**src/design/pllh_pkg.sv**
```systemverilog
// constants for the loop-one lock detector and holdover controller
package pllh_pkg;
    // register byte offsets
    localparam logic [7:0] CTRL_OFS = 8'h00;
    localparam logic [7:0] LOCK_CNT_OFS = 8'h04;
    localparam logic [7:0] WINDOW_OFS = 8'h08;
    localparam logic [7:0] MANUAL_DAC_OFS = 8'h0c;
    localparam logic [7:0] STATUS_OFS = 8'h10;
    localparam logic [7:0] TRACK_OFS = 8'h14;
    localparam logic [7:0] IRQ_STAT_OFS = 8'h18;
    localparam logic [7:0] IRQ_CLR_OFS = 8'h1c;
    localparam logic [7:0] IRQ_EN_OFS = 8'h20;
    // control fields
    localparam int CTRL_MODE_LSB = 0;
    localparam int CTRL_TRACK_BIT = 2;
    localparam int CTRL_MANSEL_BIT = 3;
    localparam int CTRL_INHIBIT_BIT = 4;
    localparam logic [1:0] HO_MODE_EN = 2'h2;
    // status fields
    localparam int ST_LOCK_BIT = 0;
    localparam int ST_HOLD_BIT = 1;
    localparam int ST_REF_BIT = 2;
    // interrupt events
    localparam int EV_LOCK_GAIN = 0;
    localparam int EV_LOCK_LOSS = 1;
    localparam int EV_HO_ENTER = 2;
    localparam int EV_HO_EXIT = 3;
    localparam int EV_N = 4;
    // reset values
    localparam logic [1:0] MODE_RST = 2'h0;
    localparam logic [15:0] LOCK_CNT_RST = 16'h2710;
    localparam logic [7:0] WINDOW_RST = 8'h04;
    localparam logic [9:0] MANUAL_DAC_RST = 10'h200;
    localparam logic [9:0] TRACK_RST = 10'h200;
    // htrans codes
    localparam logic [1:0] HTRANS_NONSEQ = 2'h2;
    typedef enum {ST_LOCKING, ST_HOLDOVER} pllh_state_type;
endpackage : pllh_pkg

```
**src/design/pllh_ctl.sv**
```systemverilog
// loop-one lock detector and holdover controller with ahb-lite registers
// Behaviour
// - lock time scales with threshold times phase-detector period
// - lock flag rises after threshold consecutive in-window detector cycles
// - lock flag falls on the first detector cycle with phase error outside the window
// - with inhibit clear, lock loss enters holdover
// - in holdover, a valid reference exits holdover and relocking resumes
// - holdover mode field equal to 2 enables holdover
// - tracking enable cleared freezes the tracked control value
// - manual select set drives holdover dac from the manual value
// - manual value 512 gives half-scale control voltage
`timescale 1ns/1ps
`default_nettype none
module pllh_ctl #(
    parameter int ERR_W = 8,
    parameter int DAC_W = 10,
    parameter int CNT_W = 16
) (
    input wire logic mclk,
    input wire logic reset_n,
    input wire logic hsel,
    input wire logic [7:0] haddr,
    input wire logic [1:0] htrans,
    input wire logic hwrite,
    input wire logic [2:0] hsize,
    input wire logic [31:0] hwdata,
    input wire logic hready,
    output logic hreadyout,
    output logic hresp,
    output logic [31:0] hrdata,
    input wire logic pd_clk_pin,
    input wire logic [ERR_W-1:0] phase_err_pin,
    input wire logic ref_valid_pin,
    input wire logic [DAC_W-1:0] vtune_code_pin,
    output logic lock_detect_flag,
    output logic holdover_active,
    output logic [DAC_W-1:0] dac_code,
    output logic irq
);

////////////////////////////////////////////////////////////////////////
// pin synchronisers
logic [2:0] pd_sync_r;
logic [ERR_W-1:0] err_m_r, err_s_r;
logic [1:0] ref_sync_r;
logic [DAC_W-1:0] vt_m_r, vt_s_r;
logic pd_tick;
logic ref_valid_s;

always_ff @(posedge mclk)
begin
    pd_sync_r <= {pd_sync_r[1:0], pd_clk_pin};
    err_m_r <= phase_err_pin;
    err_s_r <= err_m_r;
    ref_sync_r <= {ref_sync_r[0], ref_valid_pin};
    vt_m_r <= vtune_code_pin;
    vt_s_r <= vt_m_r;
end

// edge taken between second and third stage only
assign pd_tick = pd_sync_r[1] & ~pd_sync_r[2];
assign ref_valid_s = ref_sync_r[1];

////////////////////////////////////////////////////////////////////////
// bus slave and registers
logic [1:0] mode_r, mode_nxt;
logic track_en_r, track_en_nxt;
logic man_sel_r, man_sel_nxt;
logic inhibit_r, inhibit_nxt;
logic [CNT_W-1:0] thr_r, thr_nxt;
logic [ERR_W-1:0] win_r, win_nxt;
localparam int EV_N_W = pllh_pkg::EV_N;
logic [DAC_W-1:0] manual_dac_value_r, manual_dac_value_nxt;
logic [EV_N_W-1:0] irq_en_r, irq_en_nxt;
logic [EV_N_W-1:0] irq_st_r, irq_st_nxt;
logic [EV_N_W-1:0] ev;
logic wr_pend_r, wr_pend_nxt;
logic [7:0] wr_addr_r, wr_addr_nxt;
logic [31:0] rdata_r, rdata_nxt;
logic addr_ok;

// status and tracked value, owned below
logic lock_r;
logic [DAC_W-1:0] track_r;
pllh_pkg::pllh_state_type st_r;

assign addr_ok = hsel & hready & (htrans == pllh_pkg::HTRANS_NONSEQ);

always_comb
begin
    mode_nxt = mode_r;
    track_en_nxt = track_en_r;
    man_sel_nxt = man_sel_r;
    inhibit_nxt = inhibit_r;
    thr_nxt = thr_r;
    win_nxt = win_r;
    manual_dac_value_nxt = manual_dac_value_r;
    irq_en_nxt = irq_en_r;
    irq_st_nxt = irq_st_r;
    wr_pend_nxt = addr_ok & hwrite;
    wr_addr_nxt = addr_ok ? haddr : wr_addr_r;
    rdata_nxt = rdata_r;
    if (wr_pend_r)
    begin
        unique case (wr_addr_r)
            pllh_pkg::CTRL_OFS:
            begin
                mode_nxt = hwdata[pllh_pkg::CTRL_MODE_LSB +: 2];
                track_en_nxt = hwdata[pllh_pkg::CTRL_TRACK_BIT];
                man_sel_nxt = hwdata[pllh_pkg::CTRL_MANSEL_BIT];
                inhibit_nxt = hwdata[pllh_pkg::CTRL_INHIBIT_BIT];
            end
            pllh_pkg::LOCK_CNT_OFS: thr_nxt = hwdata[CNT_W-1:0];
            pllh_pkg::WINDOW_OFS: win_nxt = hwdata[ERR_W-1:0];
            pllh_pkg::MANUAL_DAC_OFS:
                manual_dac_value_nxt = hwdata[DAC_W-1:0];
            pllh_pkg::IRQ_CLR_OFS:
                irq_st_nxt = irq_st_r & ~hwdata[EV_N_W-1:0];
            pllh_pkg::IRQ_EN_OFS: irq_en_nxt = hwdata[EV_N_W-1:0];
            default: ;
        endcase
    end
    // a new event wins over a clear in the same cycle
    irq_st_nxt = irq_st_nxt | ev;
    if (addr_ok & ~hwrite)
    begin
        rdata_nxt = 32'h0000_0000;
        unique case (haddr)
            pllh_pkg::CTRL_OFS:
            begin
                rdata_nxt[pllh_pkg::CTRL_MODE_LSB +: 2] = mode_r;
                rdata_nxt[pllh_pkg::CTRL_TRACK_BIT] = track_en_r;
                rdata_nxt[pllh_pkg::CTRL_MANSEL_BIT] = man_sel_r;
                rdata_nxt[pllh_pkg::CTRL_INHIBIT_BIT] = inhibit_r;
            end
            pllh_pkg::LOCK_CNT_OFS: rdata_nxt[CNT_W-1:0] = thr_r;
            pllh_pkg::WINDOW_OFS: rdata_nxt[ERR_W-1:0] = win_r;
            pllh_pkg::MANUAL_DAC_OFS:
                rdata_nxt[DAC_W-1:0] = manual_dac_value_r;
            pllh_pkg::STATUS_OFS:
            begin
                rdata_nxt[pllh_pkg::ST_LOCK_BIT] = lock_r;
                rdata_nxt[pllh_pkg::ST_HOLD_BIT] =
                    (st_r == pllh_pkg::ST_HOLDOVER);
                rdata_nxt[pllh_pkg::ST_REF_BIT] = ref_valid_s;
            end
            pllh_pkg::TRACK_OFS: rdata_nxt[DAC_W-1:0] = track_r;
            pllh_pkg::IRQ_STAT_OFS: rdata_nxt[EV_N_W-1:0] = irq_st_r;
            pllh_pkg::IRQ_EN_OFS: rdata_nxt[EV_N_W-1:0] = irq_en_r;
            default: ;
        endcase
    end
end

always_ff @(posedge mclk)
begin
    if (!reset_n)
    begin
        mode_r <= pllh_pkg::MODE_RST;
        track_en_r <= 1'b0;
        man_sel_r <= 1'b0;
        inhibit_r <= 1'b0;
        thr_r <= pllh_pkg::LOCK_CNT_RST;
        win_r <= pllh_pkg::WINDOW_RST;
        manual_dac_value_r <= pllh_pkg::MANUAL_DAC_RST;
        irq_en_r <= '0;
        irq_st_r <= '0;
        wr_pend_r <= 1'b0;
        wr_addr_r <= 8'h00;
        rdata_r <= 32'h0000_0000;
        hreadyout <= 1'b0;
        hresp <= 1'b0;
        irq <= 1'b0;
    end
    else
    begin
        mode_r <= mode_nxt;
        track_en_r <= track_en_nxt;
        man_sel_r <= man_sel_nxt;
        inhibit_r <= inhibit_nxt;
        thr_r <= thr_nxt;
        win_r <= win_nxt;
        manual_dac_value_r <= manual_dac_value_nxt;
        irq_en_r <= irq_en_nxt;
        irq_st_r <= irq_st_nxt;
        wr_pend_r <= wr_pend_nxt;
        wr_addr_r <= wr_addr_nxt;
        rdata_r <= rdata_nxt;
        // zero wait states, always okay
        hreadyout <= 1'b1;
        hresp <= 1'b0;
        irq <= |(irq_st_nxt & irq_en_nxt);
    end
end

assign hrdata = rdata_r;

////////////////////////////////////////////////////////////////////////
// lock detector
logic [CNT_W-1:0] cnt_r, cnt_nxt;
logic lock_nxt;
logic in_win;

assign in_win = (err_s_r <= win_r);

always_comb
begin
    cnt_nxt = cnt_r;
    lock_nxt = lock_r;
    if (pd_tick)
    begin
        if (in_win)
        begin
            // saturate so a long lock never wraps
            if (cnt_r < thr_r)
                cnt_nxt = cnt_r + 1'b1;
            if (cnt_nxt >= thr_r)
                lock_nxt = 1'b1;
        end
        else
        begin
            cnt_nxt = '0;
            lock_nxt = 1'b0;
        end
    end
end

always_ff @(posedge mclk)
begin
    if (!reset_n)
    begin
        cnt_r <= '0;
        lock_r <= 1'b0;
    end
    else
    begin
        cnt_r <= cnt_nxt;
        lock_r <= lock_nxt;
    end
end

////////////////////////////////////////////////////////////////////////
// holdover controller
pllh_pkg::pllh_state_type st_nxt;
logic [DAC_W-1:0] track_nxt, dac_nxt;
logic lock_lost;

assign lock_lost = lock_r & ~lock_nxt;

always_comb
begin
    st_nxt = st_r;
    unique case (st_r)
        pllh_pkg::ST_LOCKING:
            // no holdover on power-up, only on a lost lock
            if ((mode_r == pllh_pkg::HO_MODE_EN) && !inhibit_r
                && lock_lost)
                st_nxt = pllh_pkg::ST_HOLDOVER;
        pllh_pkg::ST_HOLDOVER:
            // a small threshold makes this chatter
            if (ref_valid_s || mode_r != pllh_pkg::HO_MODE_EN)
                st_nxt = pllh_pkg::ST_LOCKING;
    endcase
    track_nxt = track_r;
    if (track_en_r && st_r == pllh_pkg::ST_LOCKING)
        track_nxt = vt_s_r;
    if (st_r == pllh_pkg::ST_HOLDOVER)
        dac_nxt = man_sel_r ? manual_dac_value_r : track_r;
    else
        dac_nxt = track_r;
end

assign ev[pllh_pkg::EV_LOCK_GAIN] = ~lock_r & lock_nxt;
assign ev[pllh_pkg::EV_LOCK_LOSS] = lock_lost;
assign ev[pllh_pkg::EV_HO_ENTER] = (st_r == pllh_pkg::ST_LOCKING)
    && (st_nxt == pllh_pkg::ST_HOLDOVER);
assign ev[pllh_pkg::EV_HO_EXIT] = (st_r == pllh_pkg::ST_HOLDOVER)
    && (st_nxt == pllh_pkg::ST_LOCKING);

always_ff @(posedge mclk)
begin
    if (!reset_n)
    begin
        st_r <= pllh_pkg::ST_LOCKING;
        track_r <= pllh_pkg::TRACK_RST;
        dac_code <= pllh_pkg::TRACK_RST;
        lock_detect_flag <= 1'b0;
        holdover_active <= 1'b0;
    end
    else
    begin
        st_r <= st_nxt;
        track_r <= track_nxt;
        dac_code <= dac_nxt;
        lock_detect_flag <= lock_nxt;
        holdover_active <= (st_nxt == pllh_pkg::ST_HOLDOVER);
    end
end
endmodule : pllh_ctl
`default_nettype wire

```
**config.mk**
```make
export PLATFORM = sky130hd
export DESIGN_NAME = pllh_ctl
export DESIGN_NICKNAME = d
export VERILOG_FILES = /design/src/design/pllh_pkg.sv /design/src/design/pllh_ctl.sv
export SDC_FILE = /design/constraint.sdc
export NUM_CORES = 1
export LEC_CHECK = 0
export ABC_AREA = 0
export BUFFER_PORTS_ARGS = -buffer_cell sky130_fd_sc_hd__buf_2
export CELL_PAD_IN_SITES_DETAIL_PLACEMENT = 0
export CELL_PAD_IN_SITES_GLOBAL_PLACEMENT = 1
export CORE_MARGIN = 1
export CORE_UTILIZATION = 35
export CTS_BUF_LIST = sky130_fd_sc_hd__clkbuf_2 sky130_fd_sc_hd__clkbuf_4 sky130_fd_sc_hd__clkbuf_8
export DETAILED_ROUTE_END_ITERATION = 10
export PLACE_DENSITY_LB_ADDON = 0.1
export RECOVER_POWER = 100
export SLEW_MARGIN = 10
export SYNTH_ARGS = -nofsm -noshare
export SYNTH_HDL_FRONTEND = slang
export SYNTH_SLANG_ARGS = --single-unit
export TNS_END_PERCENT = 50
```
**constraint.sdc**
```tcl
create_clock -name mclk -period 8.4 [get_ports mclk]
set_input_delay 0.84 -clock mclk [delete_from_list [all_inputs] [get_ports mclk]]
set_output_delay 0.84 -clock mclk [all_outputs]
set_load 0.02 [all_outputs]
```
======== After elaboration in Yosys (flattened, before gate mapping) ========
Cells that the tools add are included.
Widths: inputs -> output; s select.
storage, ports and cells
  bits in writable memories ............... 0
  memories ................................ 0
  bits in latches ......................... 0
  bits in read-only memories .............. 0
  bits of input ports ..................... 70
  logic and storage cells ................. 103
  flip-flop bits (word level) ............. 185
cells by class
  multiplexer cells ....................... 23
  divide/modulo/power cells ............... 0
  bitwise gates (word level) .............. 15
  $lt $le $gt $ge ......................... 3
  add/sub/neg operators ................... 1
  shift-type cells ........................ 0
  equal/unequal tests ..................... 18
  multiply operators ...................... 0
  reductions and logical operators ........ 17
operators by type and width
  kind                   count
  $logic_not 32->1       3
  $eq 32x2->1 const B    2
  $mux 16                4
  $mux 32                2
  $pmux 32 s2            1
  $eq 32x1->1 const B    1
  $eq 8x4->1 const B     4
  $eq 8x5->1 const B     4
  $pmux 3 s8             1
  $mux 10                2
  $add 16x1->16 const B  1
  $eq 8x3->1 const B     2
  $eq 8x6->1 const B     2
  $ge 16x16->1           1
  $logic_not 8->1        2
  $lt 16x16->1           1
  $mux 4                 4
  $pmux 3 s4             1
  $and 4x4->4            2
  $le 8x8->1             1
  $reduce_and 2->1       4
  $and 1x1->1            7
  $pmux 1 s7             1
  $mux 6                 1
  other kinds (12)       23

======== Depth between registers and ports, before layout ========
  depth in word-level cells ............... 18
  depth in mapped cells ................... 17

======== Worst setup path after synthesis ========
No wires, ideal clock.
  path kind ............................... register to register
  start point ............................. register thr_r[5]
  end point ............................... register irq
  data required time ...................... 8.266 ns
  buffers on the path ..................... 2
  arrival time ............................ 3.304 ns
  setup slack ............................. 4.963 ns
  stages on the path, launching flop included .. 17
  setup time .............................. 0.134 ns
  cell sequence ........................... dfxtp_1 > inv_1 > ha_1 > a2111oi_0 > nand2_1 > a21oi_1 > o21a_1 > buf_4 > buf_2 > xnor2_1 > ha_1 > nand2b_1 > a2111oi_0 > o31ai_1 > a211o_1 > a32oi_1 > o2111ai_1
on the way
  cells in the longest elaborated chain, start to end .. 18
  elaborated cells between the ends (all ways) .. 21
  those cells by class .................... order compare (2); eq/ne (1); mux (8); bitwise (5); reduce/logical (5)
ends and longest elaborated chain
  element                                                 line                              source
  start, declared                                         pllh_ctl.sv:70                    logic [CNT_W-1:0] thr_r, thr_nxt;
  start signal, assigned                                  pllh_ctl.sv:163                   thr_r <= pllh_pkg::LOCK_CNT_RST;
  start signal, assigned                                  pllh_ctl.sv:181                   thr_r <= thr_nxt;
  $lt 16x16->1                                            pllh_ctl.sv:215                   if (cnt_r < thr_r)
  $mux 16                                                 pllh_ctl.sv:215
  $mux 16                                                 pllh_ctl.sv:212                   if (in_win)
  $mux 16                                                 pllh_ctl.sv:210                   if (pd_tick)
  $ge 16x16->1 *                                          pllh_ctl.sv:217                   if (cnt_nxt >= thr_r)
  $mux 1 *                                                pllh_ctl.sv:217
  $mux 1 *                                                pllh_ctl.sv:212
  $mux 1 *                                                pllh_ctl.sv:210
  (+2 left out)                                           --
  $logic_and 1x1->1                                       pllh_ctl.sv:257                   && lock_lost)
  $mux 32                                                 pllh_ctl.sv:256                   if ((mode_r == pllh_pkg::HO_MODE_EN) && !inhibit_r
  $pmux 32 s2                                             pllh_ctl.sv:253                   unique case (st_r)
  $eq 32x2->1 / $logic_not 32->1 (equally long branches)  pllh_ctl.sv:276, pllh_ctl.sv:278
  $logic_and 1x1->1 (on tied branches)                    pllh_ctl.sv:276, pllh_ctl.sv:278
  $or 4x4->4 *                                            pllh_ctl.sv:124                   irq_st_nxt = irq_st_nxt | ev;
  $and 4x4->4 *                                           pllh_ctl.sv:192                   irq <= |(irq_st_nxt & irq_en_nxt);
  $reduce_or 4->1 *                                       pllh_ctl.sv:192
  end signal, assigned                                    pllh_ctl.sv:192
  end, declared                                           pllh_ctl.sv:38                    output logic irq
Every way passes the cells marked *; elsewhere a longest branch is shown, timed or not. The select of a mux whose other input is x is not followed.
A chain may end at the register's enable or synchronous reset.

==> flow_summary.json <==
{
  "dp.cells": 1166,
  "cts_sinks": 185,
  "routedWlPerCell_um": 16.9,
  "synthToLayoutAreaGrowth_pct": 10.4,
  "period_minus_slack_ns": 4.92,
  "fill_cells": 2222,
  "yosysWarnings": 0,
  "violations": "DRC, capacitance limit, slew limit",
  "gp_congestion": 0.838,
  "diodes": 0,
  "holdPathStages": 0,
  "synthTopCellsByArea": "dfxtp_1 (47%), mux2i_1 (7.3%), ha_1 (6.3%)",
  "grt_pass1_vias": 6066,
  "synthFlopType": "dfxtp_1",
  "fmax_ghz": 0.203,
  "cts_setup_buffers": 0,
  "synthArstFlopShare": 0,
  "overflow": 0,
  "tightest_slew_ns": 3.76,
  "root_buffer": "clkbuf_8",
  "place_area_mm2": 0.00843,
  "cts-hold-fix-buffers": 0,
  "antenna_found_initial": 0,
  "crit_required_ns": 8.77,
  "drt_iter0_markers": 358,
  "relSlewSlack": -1.51,
  "timing.rr.start": "thr_r[5]",
  "yosysMostFrequentCell": "dfxtp_1",
  "die_x_um": 153,
  "reg2reg_slack_ns": 3.65,
  "cp.arrival_ns": 5.29,
  "ios": 117,
  "htreeDepth": 4,
  "vias": 6199,
  "synth_seq_area_share": 0.467,
  "cts_made_buffers": 17,
  "ys_ff_latch": 185,
  "netlist_area_mm2": 0.00794,
  "report.final.slew_viol_count": 83,
  "tns_ns": 0,
  "drive_above_1_share": 0.0991,
  "clk_pin_slew_ns": 0.11,
  "dieArea_mm2": 0.0233,
  "r2r_end": "irq",
  "dr.pass1.iters": 10,
  "start_kind": "input port",
  "clock_latency_ns": 0.49,
  "grt_pass1_wl_um": 32600,
  "status": "finished with violations",
  "r2r_cells": 14,
  "initial_utilization": 0.360,
  "hp-start": "vt_m_r[1]",
  "cts.repair.resized": 0,
  "p_leak_nw": 3.84,
  "grt.total_usage": 0.179,
  "final-instance-count-excl-fill": 1198,
  "powerDensity_mw_per_mm2": 180,
  "finalHoldViolCount": 0,
  "yosysTopAreaCell": "dfxtp_1",
  "routed_wl_um": 20300,
  "synth_commonest_cells": "dfxtp_1 (185), nand2_1 (97), nor2_1 (70), mux2i_1 (58), a21oi_1 (45)",
  "grt_max_degree": 83,
  "design_area_mm2": 0.00876,
  "antenna_left": 0,
  "synth.distinct_cells": 63,
  "min_path_type": "reg -> reg",
  "synth_edf_count": 0,
  "syn_area_per_cell_um2": 9.37,
  "holdWs_ns": 0.338,
  "die_y_um": 153,
  "worstSetupEndpointType": "register",
  "cts_tree": "yes",
  "cap_violations": 1,
  "synth_top_area_frac": 0.467,
  "design_power_total_mw": 1.57,
  "dp_hpwl_um": 14400,
  "rsz0062_at_grt": "false",
  "max-vdd-ir-drop_v": 0.0000913,
  "setup_viol": 0,
  "whs_endpoint": "vt_s_r[1]",
  "clockBufferDepth": 2,
  "drt-vias-per-instance": 5.17,
  "port_buffers": 80,
  "coreArea_mm2": 0.0220,
  "path_max_fanout": 82,
  "drcViolationCount": 5,
  "crit_path_start": "reset_n",
  "final_nets": 1015,
  "worstSetupPathType": "in -> reg",
  "synthCells": 847,
  "skew_ns": 0.0139,
  "placementRows": 54,
  "period_share": 0.586
}
==> layout by cell type (no fill, tap or decap), types with 5 or more instances in the layout <==
cell type and count:
a21oi_1 45, a22oi_1 18, a31oi_1 20, a41oi_1 5
and2_0 18, and2_1 19, and3_1 13, and4_1 6
buf_2 49, clkbuf_1 33, clkbuf_8 17, clkinv_8 6
conb_1 17, dfxtp_1 185, ha_1 40, inv_1 29
mux2i_1 58, nand2_1 97, nand2b_1 5, nand3_1 33
nand4_1 10, nor2_1 70, nor3_1 9, nor4_1 11
o21a_1 5, o21ai_0 18, xnor2_1 12
==> worst max-delay path, cell delays in order <==
cell and delay, ns:
clkbuf_1 0.48, inv_1 0.29, clkbuf_1 2.60, nor2_1 0.62, a21oi_1 0.32, o21ai_0 0.10
==> state kept, by name, indices dropped and copies added (netlist names), 10 cells and up <==
| register | flops |
|---|---|
| manual_dac_value_r | 10 |
| st_r | 32 |
| dac_code | 10 |
| cnt_r | 16 |
| vt_s_r | 10 |
| vt_m_r | 10 |
| track_r | 10 |
| hrdata | 16 |
| thr_r | 16 |
==> worst max path at each step <==
stage	end	cells past startpoint	slack (ns)
6_report	cnt_r[0]	6	3.48
3_5_place_dp	irq	14	3.70
3_3_place_gp	irq	14	3.88
2_1_floorplan	irq	16	4.96
5_1_grt	cnt_r[0]	6	2.93
4_1_cts	irq	14	3.69
==> kinds of logic after synthesis <==
family | after synthesis | synth area share
XOR/XNOR | 15 | 0.0166
other | 1 | 0.000473
flip-flops | 185 | 0.467
adder cells (fa/ha/maj) | 40 | 0.0631
AO/OA/AOI/OAI | 148 | 0.125
multiplexers | 58 | 0.0732
AND/OR/NAND/NOR | 310 | 0.197
buffers and inverters | 90 | 0.0576
==> per-stage QoR <==
stage | worst slack [ns] | utilization
after floorplan | 4.96 | -
after global placement | 3.88 | 0.383
after detailed placement | 3.70 | 0.383
after CTS | 3.69 | 0.402
after global routing | 2.93 | 0.398
final | 3.48 | 0.398
==> report_power, final <==
| part | total (mW) | internal [mW] | switching (mW) |
|---|---|---|---|
| logic | 0.0603 | 0.0179 | 0.0424 |
| registers | 0.895 | 0.889 | 0.00564 |
| clock network | 0.618 | 0.232 | 0.387 |
==> final cells by class <==
| cell class | count | area, um2 | share of cell area |
|---|---|---|---|
| clock buffer | 17 | 234 | 0.0267 |
| clock inverter | 15 | 190 | 0.0217 |
| inverter | 29 | 109 | 0.0124 |
| multi-input combinational | 588 | 3790 | 0.433 |
| sequential | 185 | 3700 | 0.423 |
| tap | 280 | 350 | 0.0400 |
| timing repair buffer | 84 | 384 | 0.0439 |
==> routing by layer <==
layer / global-route usage / wire length [um]
met1: 0.241 / 9880
met2: 0.286 / 9100
met3: 0.0364 / 1020
met4: 0.0606 / 303
met5: 0 / 0
No activity file was read; power rests on OpenSTA's default activity.
